$ cat src/hw/drive_seq_cfg.svh
// Register map, reset values, write masks and timing figures of the start/stop sequencer.
`ifndef DRIVE_SEQ_CFG_SVH
`define DRIVE_SEQ_CFG_SVH

`define CLK_HZ          25000000
`define TICK_MS         100

`define OFS_CTRL        8'h00
`define OFS_FREQ        8'h04
`define OFS_BRAKE       8'h08
`define OFS_TRACK       8'h0C
`define OFS_SETF        8'h10
`define OFS_STATUS      8'h14

`define RST_CTRL        32'h00000003
`define RST_FREQ        32'h00050005
`define RST_BRAKE       32'h00140000
`define RST_TRACK       32'h00059632
`define RST_SETF        32'h000001F4

`define MASK_CTRL       32'h0000003F
`define MASK_FREQ       32'h01FF01FF
`define MASK_BRAKE      32'h00FFFFFF
`define MASK_TRACK      32'h00FFFFFF
`define MASK_SETF       32'h00003FFF

`define SRC_PANEL       2'h0
`define SRC_TERM        2'h1
`define SRC_COMM        2'h2

`define RAMP_STEP       14'h000A
`define TRACK_STEP      14'h0014
`define VOLT_FULL       11'h3E8

`define PIN_RUN_KEY     0
`define PIN_STOP_KEY    1
`define PIN_PANEL_REV   2
`define PIN_TERM_RUN    3
`define PIN_TERM_REV    4
`define PIN_COUNT       5

`endif

$ cat src/hw/drive_seq_pkg.sv
// Types shared by the start/stop sequencer.
package drive_seq_pkg;

	typedef enum logic [2:0] {
		ST_IDLE        = 3'h0,
		ST_START_BRAKE = 3'h1,
		ST_TRACK       = 3'h2,
		ST_ACCEL       = 3'h3,
		ST_RUN         = 3'h4,
		ST_DECEL       = 3'h5,
		ST_STOP_BRAKE  = 3'h6
	} seq_state_t;

	typedef struct packed {
		logic        reverse_enable_setting;
		logic        panel_stop_key_enable;
		logic        startup_mode_select;
		logic        stop_mode_select;
		logic [1:0]  command_source_select;
		logic [8:0]  startup_frequency;
		logic [8:0]  stop_frequency;
		logic [7:0]  start_brake_duration;
		logic [7:0]  stop_brake_duration;
		logic [7:0]  brake_level_percent;
		logic [7:0]  tracking_time;
		logic [7:0]  tracking_current_limit;
		logic [7:0]  tracking_voltage_rise_time;
		logic [13:0] set_frequency;
	} seq_cfg_t;

	typedef struct packed {
		logic run;
		logic rev;
	} run_cmd_t;

endpackage : drive_seq_pkg

$ cat src/hw/drive_start_stop_sequencer.sv
// Start/stop sequencer of a motor drive with an APB register file.
//
// Summary of operation
// - Reverse enable bit, factory default permits reverse.
// - Reverse forbidden forces forward direction always.
// - Panel stop key honoured for terminal/communication sources.
// - After panel stop, run must drop and return.
// - Mode 0, no brake: start at startup frequency.
// - Mode 0 with brake time: DC brake first.
// - Mode 1: track down from set frequency.
// - Stop mode 0, no brake: decelerate, then coast.
// - Stop mode 0 with brake: decelerate, then brake.
// - Stop mode 1: cut output at once, never brake.
// - Startup frequency 0.1 to 30.0 Hz, default 0.5.
// - Reaching stop frequency ends the deceleration.
// - Start brake 0 to 25 s, mode 0 only.
// - Stop brake 0 to 25 s, stop mode 0 only.
// - Brake level 0 to 20 percent of full voltage; volt_out takes it unscaled, in tenths of a percent.
// - After tracking, accelerate from caught frequency.
// - Overcurrent during tracking lowers the frequency.
// - Tracking voltage ramps up over rise time.
`timescale 1ns/10ps
`include "drive_seq_cfg.svh"

module drive_start_stop_sequencer #(
	parameter int unsigned TICK_CYCLES = `CLK_HZ / 1000 * `TICK_MS
) (
	// Clock and reset.
	input  wire logic        clk_sys,
	input  wire logic        sys_rst,
	// APB slave.
	input  wire logic        psel,
	input  wire logic        penable,
	input  wire logic        pwrite,
	input  wire logic [7:0]  paddr,
	input  wire logic [31:0] pwdata,
	input  wire logic [3:0]  pstrb,
	output logic      [31:0] prdata,
	output logic             pready,
	output logic             pslverr,
	// Panel keys and terminal inputs, asynchronous pins.
	input  wire logic        panel_run_key,
	input  wire logic        panel_stop_key,
	input  wire logic        panel_rev_select,
	input  wire logic        term_run,
	input  wire logic        term_rev,
	// Communication commands and current feedback, same clock.
	input  wire logic        comm_run,
	input  wire logic        comm_rev,
	input  wire logic [7:0]  output_current_pct,
	// Setpoints to the power stage.
	output logic      [13:0] freq_out,
	output logic      [10:0] volt_out,
	output logic             output_enable,
	output logic             dc_brake_active,
	output logic             reverse_out
);

	function automatic logic [31:0] merge_strb(input logic [31:0] old, input logic [31:0] wd,
		input logic [3:0] strb, input logic [31:0] mask);
		logic [31:0] res;
		res = old;
		for (int i = 0; i < 4; i++) begin
			if (strb[i]) begin
				res[i*8 +: 8] = wd[i*8 +: 8];
			end
		end
		return res & mask;
	endfunction : merge_strb

	function automatic logic [13:0] step_toward(input logic [13:0] cur, input logic [13:0] tgt,
		input logic [13:0] step);
		logic [13:0] res;
		res = cur;
		if (cur < tgt) begin
			res = (tgt - cur < step) ? tgt : cur + step;
		end else if (cur > tgt) begin
			res = (cur - tgt < step) ? tgt : cur - step;
		end
		return res;
	endfunction : step_toward

	function automatic logic ticks_done(input logic [7:0] elapsed, input logic [7:0] dur);
		return {1'b0, elapsed} + 9'h001 >= {1'b0, dur};
	endfunction : ticks_done

	// APB register file.
	logic [31:0] ctrl_reg;
	logic [31:0] freq_cfg_reg;
	logic [31:0] brake_cfg_reg;
	logic [31:0] track_cfg_reg;
	logic [31:0] setf_reg;
	logic [31:0] prdata_reg;
	logic        pready_reg;
	logic        pslverr_reg;
	logic [31:0] status_word;
	logic        apb_access;
	logic        apb_write;
	logic        addr_hit;
	drive_seq_pkg::seq_cfg_t cfg;

	assign apb_access = psel & penable & ~pready_reg;
	assign apb_write  = psel & penable & pready_reg & pwrite;
	assign addr_hit   = paddr == `OFS_CTRL || paddr == `OFS_FREQ || paddr == `OFS_BRAKE ||
		paddr == `OFS_TRACK || paddr == `OFS_SETF || paddr == `OFS_STATUS;

	always_ff @(posedge clk_sys) begin
		if (sys_rst) begin
			ctrl_reg      <= `RST_CTRL;
			freq_cfg_reg  <= `RST_FREQ;
			brake_cfg_reg <= `RST_BRAKE;
			track_cfg_reg <= `RST_TRACK;
			setf_reg      <= `RST_SETF;
		end else if (apb_write) begin
			case (paddr)
				`OFS_CTRL:  ctrl_reg      <= merge_strb(ctrl_reg, pwdata, pstrb, `MASK_CTRL);
				`OFS_FREQ:  freq_cfg_reg  <= merge_strb(freq_cfg_reg, pwdata, pstrb, `MASK_FREQ);
				`OFS_BRAKE: brake_cfg_reg <= merge_strb(brake_cfg_reg, pwdata, pstrb, `MASK_BRAKE);
				`OFS_TRACK: track_cfg_reg <= merge_strb(track_cfg_reg, pwdata, pstrb, `MASK_TRACK);
				`OFS_SETF:  setf_reg      <= merge_strb(setf_reg, pwdata, pstrb, `MASK_SETF);
				default: begin
				end
			endcase
		end
	end

	// The answer comes one cycle into the access phase, with data and error registered.
	always_ff @(posedge clk_sys) begin
		if (sys_rst) begin
			pready_reg  <= 1'b0;
			pslverr_reg <= 1'b0;
			prdata_reg  <= 32'h00000000;
		end else begin
			pready_reg  <= apb_access;
			if (apb_access) begin
				pslverr_reg <= ~addr_hit;
				case (paddr)
					`OFS_CTRL:   prdata_reg <= ctrl_reg;
					`OFS_FREQ:   prdata_reg <= freq_cfg_reg;
					`OFS_BRAKE:  prdata_reg <= brake_cfg_reg;
					`OFS_TRACK:  prdata_reg <= track_cfg_reg;
					`OFS_SETF:   prdata_reg <= setf_reg;
					`OFS_STATUS: prdata_reg <= status_word;
					default:     prdata_reg <= 32'h00000000;
				endcase
			end
		end
	end

	// The struct lists its fields from the top bit down, so each register is unpacked field by field.
	assign cfg = {ctrl_reg[0], ctrl_reg[1], ctrl_reg[2], ctrl_reg[3], ctrl_reg[5:4], freq_cfg_reg[8:0],
		freq_cfg_reg[24:16], brake_cfg_reg[7:0], brake_cfg_reg[15:8], brake_cfg_reg[23:16], track_cfg_reg[7:0],
		track_cfg_reg[15:8], track_cfg_reg[23:16], setf_reg[13:0]};

	// Tenth-second time base.
	logic [21:0] tick_cnt_reg;
	logic        tick_reg;

	always_ff @(posedge clk_sys) begin
		if (sys_rst || tick_cnt_reg == 22'(TICK_CYCLES - 1)) begin
			tick_cnt_reg <= 22'h000000;
		end else begin
			tick_cnt_reg <= tick_cnt_reg + 22'h000001;
		end
		tick_reg <= !sys_rst && tick_cnt_reg == 22'(TICK_CYCLES - 1);
	end

	// Pin synchronisers and key edges.
	logic [`PIN_COUNT-1:0] pin_meta_reg;
	logic [`PIN_COUNT-1:0] pin_sync_reg;
	logic [`PIN_COUNT-1:0] pin_prev_reg;
	logic                  run_key_press;
	logic                  stop_key_press;

	always_ff @(posedge clk_sys) begin
		if (sys_rst) begin
			pin_meta_reg <= '0;
			pin_sync_reg <= '0;
			pin_prev_reg <= '0;
		end else begin
			pin_meta_reg <= {term_rev, term_run, panel_rev_select, panel_stop_key, panel_run_key};
			pin_sync_reg <= pin_meta_reg;
			pin_prev_reg <= pin_sync_reg;
		end
	end

	assign run_key_press  = pin_sync_reg[`PIN_RUN_KEY] & ~pin_prev_reg[`PIN_RUN_KEY];
	assign stop_key_press = pin_sync_reg[`PIN_STOP_KEY] & ~pin_prev_reg[`PIN_STOP_KEY];

	// Command source selection and the panel stop lockout.
	logic                      panel_latch_reg;
	logic                      lockout_reg;
	logic                      ext_source;
	logic                      ext_run;
	drive_seq_pkg::run_cmd_t   cmd;

	assign ext_source = cfg.command_source_select == `SRC_TERM || cfg.command_source_select == `SRC_COMM;
	assign ext_run    = (cfg.command_source_select == `SRC_TERM) ? pin_sync_reg[`PIN_TERM_RUN] :
		(cfg.command_source_select == `SRC_COMM) ? comm_run : 1'b0;

	always_ff @(posedge clk_sys) begin
		if (sys_rst || cfg.command_source_select != `SRC_PANEL || stop_key_press) begin
			panel_latch_reg <= 1'b0;
		end else if (run_key_press) begin
			panel_latch_reg <= 1'b1;
		end
	end

	always_ff @(posedge clk_sys) begin
		if (sys_rst) begin
			lockout_reg <= 1'b0;
		end else if (stop_key_press && cfg.panel_stop_key_enable && ext_source && ext_run) begin
			lockout_reg <= 1'b1;
		end else if (!ext_run) begin
			lockout_reg <= 1'b0;
		end
	end

	always_comb begin
		cmd.run = (cfg.command_source_select == `SRC_PANEL) ? panel_latch_reg : ext_run & ~lockout_reg;
		case (cfg.command_source_select)
			`SRC_PANEL: cmd.rev = pin_sync_reg[`PIN_PANEL_REV];
			`SRC_TERM:  cmd.rev = pin_sync_reg[`PIN_TERM_REV];
			`SRC_COMM:  cmd.rev = comm_rev;
			default:    cmd.rev = 1'b0;
		endcase
		cmd.rev = cmd.rev & cfg.reverse_enable_setting;
	end

	// Sequencer state machine.
	drive_seq_pkg::seq_state_t state_reg;
	drive_seq_pkg::seq_state_t state_next;
	drive_seq_pkg::seq_state_t stop_target;
	logic [7:0]  timer_reg;
	logic [13:0] freq_reg;
	logic [10:0] volt_reg;
	logic [13:0] start_freq;
	logic [13:0] target_freq;
	logic [10:0] volt_step;
	logic        over_current;

	assign start_freq   = {5'h00, cfg.startup_frequency};
	assign target_freq  = (cfg.set_frequency < start_freq) ? start_freq : cfg.set_frequency;
	assign over_current = output_current_pct > cfg.tracking_current_limit;
	assign volt_step    = 11'(`VOLT_FULL / ((cfg.tracking_voltage_rise_time == 8'h00) ? 8'h01 :
		cfg.tracking_voltage_rise_time));
	assign stop_target  = cfg.stop_mode_select ? drive_seq_pkg::ST_IDLE : drive_seq_pkg::ST_DECEL;

	always_comb begin
		state_next = state_reg;
		case (state_reg)
			drive_seq_pkg::ST_IDLE: begin
				if (cmd.run) begin
					if (cfg.startup_mode_select) begin
						state_next = drive_seq_pkg::ST_TRACK;
					end else if (cfg.start_brake_duration != 8'h00) begin
						state_next = drive_seq_pkg::ST_START_BRAKE;
					end else begin
						state_next = drive_seq_pkg::ST_ACCEL;
					end
				end
			end
			drive_seq_pkg::ST_START_BRAKE: begin
				if (!cmd.run) begin
					state_next = drive_seq_pkg::ST_IDLE;
				end else if (tick_reg && ticks_done(timer_reg, cfg.start_brake_duration)) begin
					state_next = drive_seq_pkg::ST_ACCEL;
				end
			end
			drive_seq_pkg::ST_TRACK: begin
				if (!cmd.run) begin
					state_next = stop_target;
				end else if (tick_reg && ticks_done(timer_reg, cfg.tracking_time)) begin
					state_next = drive_seq_pkg::ST_ACCEL;
				end
			end
			drive_seq_pkg::ST_ACCEL: begin
				if (!cmd.run) begin
					state_next = stop_target;
				end else if (freq_reg == target_freq) begin
					state_next = drive_seq_pkg::ST_RUN;
				end
			end
			drive_seq_pkg::ST_RUN: begin
				if (!cmd.run) begin
					state_next = stop_target;
				end else if (freq_reg != target_freq) begin
					state_next = drive_seq_pkg::ST_ACCEL;
				end
			end
			drive_seq_pkg::ST_DECEL: begin
				if (cmd.run) begin
					state_next = drive_seq_pkg::ST_ACCEL;
				end else if (freq_reg <= {5'h00, cfg.stop_frequency}) begin
					state_next = (cfg.stop_brake_duration != 8'h00) ? drive_seq_pkg::ST_STOP_BRAKE :
						drive_seq_pkg::ST_IDLE;
				end
			end
			drive_seq_pkg::ST_STOP_BRAKE: begin
				if (tick_reg && ticks_done(timer_reg, cfg.stop_brake_duration)) begin
					state_next = drive_seq_pkg::ST_IDLE;
				end
			end
			default: state_next = drive_seq_pkg::ST_IDLE;
		endcase
	end

	always_ff @(posedge clk_sys) begin
		if (sys_rst) begin
			state_reg <= drive_seq_pkg::ST_IDLE;
		end else begin
			state_reg <= state_next;
		end
	end

	// Ticks spent in the current state; restarts on every state change.
	always_ff @(posedge clk_sys) begin
		if (sys_rst || state_next != state_reg) begin
			timer_reg <= 8'h00;
		end else if (tick_reg && timer_reg != 8'hFF) begin
			timer_reg <= timer_reg + 8'h01;
		end
	end

	// Frequency and voltage setpoints, voltage in tenths of a percent of full scale.
	always_ff @(posedge clk_sys) begin
		if (sys_rst) begin
			freq_reg <= 14'h0000;
			volt_reg <= 11'h000;
		end else begin
			case (state_next)
				drive_seq_pkg::ST_START_BRAKE, drive_seq_pkg::ST_STOP_BRAKE: begin
					freq_reg <= 14'h0000;
					volt_reg <= {3'h0, cfg.brake_level_percent};
				end
				drive_seq_pkg::ST_TRACK: begin
					if (state_reg != drive_seq_pkg::ST_TRACK) begin
						freq_reg <= cfg.set_frequency;
						volt_reg <= 11'h000;
					end else if (tick_reg) begin
						freq_reg <= step_toward(freq_reg, start_freq, over_current ? `TRACK_STEP : `RAMP_STEP);
						volt_reg <= (volt_reg + volt_step >= `VOLT_FULL) ? `VOLT_FULL : volt_reg + volt_step;
					end
				end
				drive_seq_pkg::ST_ACCEL, drive_seq_pkg::ST_RUN: begin
					if (state_reg == drive_seq_pkg::ST_IDLE || state_reg == drive_seq_pkg::ST_START_BRAKE) begin
						freq_reg <= start_freq;
						volt_reg <= `VOLT_FULL;
					end else if (tick_reg) begin
						freq_reg <= step_toward(freq_reg, target_freq, `RAMP_STEP);
						volt_reg <= (volt_reg + volt_step >= `VOLT_FULL) ? `VOLT_FULL : volt_reg + volt_step;
					end
				end
				drive_seq_pkg::ST_DECEL: begin
					if (tick_reg) begin
						freq_reg <= step_toward(freq_reg, {5'h00, cfg.stop_frequency}, `RAMP_STEP);
					end
				end
				default: begin
					freq_reg <= 14'h0000;
					volt_reg <= 11'h000;
				end
			endcase
		end
	end

	// Direction is taken at start and forced forward whenever reverse is forbidden.
	logic dir_reg;
	logic out_en_reg;
	logic brake_reg;

	always_ff @(posedge clk_sys) begin
		if (sys_rst || !cfg.reverse_enable_setting) begin
			dir_reg <= 1'b0;
		end else if (state_reg == drive_seq_pkg::ST_IDLE && state_next != drive_seq_pkg::ST_IDLE) begin
			dir_reg <= cmd.rev;
		end
	end

	always_ff @(posedge clk_sys) begin
		if (sys_rst) begin
			out_en_reg <= 1'b0;
			brake_reg  <= 1'b0;
		end else begin
			out_en_reg <= state_next != drive_seq_pkg::ST_IDLE;
			brake_reg  <= state_next == drive_seq_pkg::ST_START_BRAKE || state_next == drive_seq_pkg::ST_STOP_BRAKE;
		end
	end

	assign status_word     = {2'h0, freq_reg, 9'h000, brake_reg, lockout_reg, out_en_reg, dir_reg, state_reg};
	assign prdata          = prdata_reg;
	assign pready          = pready_reg;
	assign pslverr         = pslverr_reg;
	assign freq_out        = freq_reg;
	assign volt_out        = volt_reg;
	assign output_enable   = out_en_reg;
	assign dc_brake_active = brake_reg;
	assign reverse_out     = dir_reg;
endmodule : drive_start_stop_sequencer

$ cat config.mk
export PLATFORM = sky130hd
export DESIGN_NAME = drive_start_stop_sequencer
export DESIGN_NICKNAME = d
export VERILOG_FILES = /design/src/hw/drive_seq_pkg.sv /design/src/hw/drive_start_stop_sequencer.sv
export VERILOG_INCLUDE_DIRS = /design/src /design/src/hw
export SDC_FILE = /design/constraint.sdc
export NUM_CORES = 1
export LEC_CHECK = 0
export ABC_AREA = 1
export BUFFER_PORTS_ARGS = -buffer_cell sky130_fd_sc_hd__buf_4
export CAP_MARGIN = 20
export CORE_UTILIZATION = 30
export CTS_BUF_LIST = sky130_fd_sc_hd__clkbuf_4
export DETAILED_ROUTE_END_ITERATION = 8
export SYNTH_ARGS = -nofsm -noshare
export SYNTH_HDL_FRONTEND = slang
export SYNTH_SLANG_ARGS = --single-unit
$ cat constraint.sdc
create_clock -name clk_sys -period 16.96 [get_ports clk_sys]
set_input_delay 0.848 -clock clk_sys [delete_from_list [all_inputs] [get_ports clk_sys]]
set_output_delay 0.848 -clock clk_sys [all_outputs]
set_load 0.005 [all_outputs]
==> impl_metrics.py <==
metrics = {
    "outcome": {
        "run_status": "finished clean",
    },
    "die": {
        "fp-row-count": 92,
        "die_h_um": 257,
        "ioPinCount": 126,
        "initial_utilization_pct": 30.6,
        "core_mm2": 0.0635,
        "die-area_mm2": 0.0659,
        "dieWidth_um": 257,
    },
    "route": {
        "antenna_left": 0,
        "post_drt_wl_per_cell_um": 17.3,
        "drtPass1Iterations": 6,
        "viasPerCell": 5.08,
        "drt-initial-drc-count": 2007,
        "route.detailed.drc": 0,
        "vias": 20735,
        "drt_wl_total_um": 70500,
    },
    "synthesis": {
        "synth_flop_cell": "dfxtp_1",
        "ys_warn_count": 0,
        "synthSimpleGateAreaFrac_pct": 35.2,
        "synth.mux.area_fraction_pct": 0,
        "synth-xor-area-share_pct": 4.64,
        "synth.area.top_cells": "dfxtp_1, nand2_1, ha_1",
        "synth_top_family_by_area": "simple AND/OR/NAND/NOR gates",
        "synthAdderAreaFrac_pct": 12.5,
        "yosysSeqAreaShare_pct": 20.0,
        "synth_cell_type_count": 64,
        "synth_edf_count": 0,
        "ys_async_sr_fraction_pct": 0,
        "syn_inst": 3154,
        "netlist_area_mm2": 0.0195,
        "yosys.area.top_type_share_pct": 20.0,
        "synthTopCellsByCount": "nand2_1, inv_1, nor2_1",
        "synth_compound_area_share_pct": 17.4,
        "ys_ff_latch": 194,
        "synth_most_common_cell": "nand2_1",
        "yosys.area.top_type": "dfxtp_1",
        "avgSynthCellArea_um2": 6.17,
    },
    "timing": {
        "hold_slack_ps": 384,
        "worst_slew_pin_slew_ps": 1040,
        "slew_violations": 0,
        "fin_crit_sh_pct": 90.2,
        "period_minus_slack_ps": 15300,
        "slew_headroom_pct": 29.9,
        "max_freq_ghz": 0.0654,
        "fin_worst_skew_ps": 28.9,
        "setup_tns_ps": 0,
        "setup_viol": 0,
        "finalHoldViolCount": 0,
    },
    "clock_network": {
        "cts-buffers-inserted": 17,
        "cts.sinks": 194,
        "htree_levels": 4,
        "cts_hold_buf": 0,
        "clockBufferDepth": 2,
        "cts_tree": "done",
        "clkSlewWorstSetupHoldPaths_ps": 180,
        "clock-root-buffer": "clkbuf_4",
        "clk_latency_ps": 660,
    },
    "power": {
        "switching_power_mw": 1.88,
        "pwr-share-seq_pct": 13.9,
        "power_frac_comb_pct": 78.4,
        "leakage_nw": 10.4,
        "swShare_pct": 55.1,
        "clockPowerShare_pct": 7.8,
        "peakVddDrop_v": 0.000266,
        "powerDensity_mw_per_mm2": 159,
        "power_mw": 3.42,
        "cellInternalPower_mw": 1.53,
    },
    "place": {
        "gp_congestion": 0.998,
        "portBuffers": 116,
        "hpwl_um": 56600,
    },
    "critical_path": {
        "rrSetupSlack_ps": 1660,
        "crit_required_ps": 17550,
        "start_kind": "register",
        "r2r-start": "track_cfg_reg[22]",
        "max_stage_delay_ps": 420,
        "startpoint": "track_cfg_reg[22]",
        "cp_slowest_cell": "fa_1",
        "endpoint_kind": "register",
        "criticalPathCategory": "register to register",
        "critPathMaxFanout": 21,
        "cpMostUsedCell": "nand2_1",
        "cp.arrival_ps": 15890,
    },
    "finish": {
        "nNetsFinal": 3477,
        "n_fill_cell": 7078,
        "drive_gt1_share_pct": 9.02,
        "regArea_mm2": 0.00388,
        "areaGrowthSynthToFinish_pct": 10.5,
        "largest_reg_flops": 30,
        "multi_input_area_mm2": 0.0136,
    },
    "global_route": {
        "overflow": 0,
        "antenna_found_initial": 2,
        "first_global_vias": 19513,
        "grtUsageTotal_pct": 21.0,
        "grt_pass1_wl_um": 110000,
        "grt_max_degree": 104,
    },
    "job": {
        "max-cap-violations": 0,
    },
    "min_path": {
        "min_path_type": "primary input to register",
        "hp-start": "panel_rev_select",
    },
}
per-layer routing:
metal  share of wire [%]  up-vias  track usage (%)
li1                    -    10500                -
met1                  46     9380             28.2
met2                  43      730             33.6
met3                 7.1      123             3.49
met4                 3.2        2             7.28
met5               0.020        -                0
worst paths after layout:
path,endpoint,cells past startpoint
setup reg to reg,volt_out[0],95
hold reg to reg,pin_sync_reg[1],2
hold / removal,pin_meta_reg[2],3
setup / recovery,volt_out[0],95
cell type report:
type | instances | share of cell area [%]
multi-input combinational | 2454 | 63.4
sequential | 194 | 18.1
inverter | 421 | 7.43
tap | 846 | 4.92
timing repair buffer | 136 | 4.75
clock inverter | 15 | 0.856
clock buffer | 17 | 0.594
antenna | 2 | 0.0233
critical path, delay by kind of cell (launching register included):
family          cells  cell delay (ps)
compound gates     24             4150
xor+xnor            1              160
fa+ha+maj          10             3270
buf+inv            12             1430
flops               1              370
simple gates       48             5880
power by group through the flow:
stage	registers (mW)	clock network, mW	logic, mW
finish	0.473	0.266	2.68
global route	0.474	0.289	3.07
CTS	0.473	0.272	2.61
detailed placement	0.483	0	2.60
global placement	0.483	0	2.56
floorplan	0.479	0	2.10
cell families (layout without fill, tap and decap cells):
| kind of cell | Yosys count | after routing |
|---|---|---|
| adders and majority gates | 189 | 189 |
| xor gates and xnor gates | 103 | 103 |
| DFF | 194 | 194 |
| and+or+nand+nor | 1561 | 1561 |
| buffers and inverters | 508 | 589 |
| other | 1 | 5 |
| AOI/OAI and AO/OA | 598 | 598 |
cell usage in the layout (no fill, tap or decap), types with 17 or more instances in the layout:
| cell | synthesis | layout |
|---|---|---|
| nand2_1 | 802 | 801 |
| nor2_1 | 317 | 316 |
| clkbuf_4 | 0 | 17 |
| nor3_1 | 40 | 39 |
| ha_1 | 180 | 180 |
| o21ai_1 | 21 | 24 |
| o21ai_0 | 190 | 187 |
| inv_1 | 393 | 391 |
| dfxtp_1 | 194 | 194 |
| xor2_1 | 90 | 90 |
| nand4_1 | 41 | 41 |
| a21oi_1 | 244 | 243 |
| o22ai_1 | 17 | 17 |
| nand2_2 | 31 | 32 |
| o211ai_1 | 33 | 33 |
| nand3_1 | 246 | 246 |
| buf_4 | 6 | 136 |
stage by stage:
stage | setup WS [ps] | area, um2 | util [%] | std cells
5_1_grt | -10.6 | 21500 | 33.8 | 4085
3_5_place_dp | 1040 | 21100 | 33.2 | 4051
4_1_cts | 952 | 21400 | 33.7 | 4083
3_3_place_gp | 1310 | 21100 | 33.2 | 4051
2_1_floorplan | 3910 | 19500 | - | 3156
6_report | 1660 | 21500 | 33.8 | 4085
what timing repair did:
item,4_1_cts,5_1_grt
endpoints found under the hold margin,0,0
setup buffers,0,0
gates resized for setup,0,12
endpoints found under the setup margin,0,10
(Power assumes the default switching activity.)
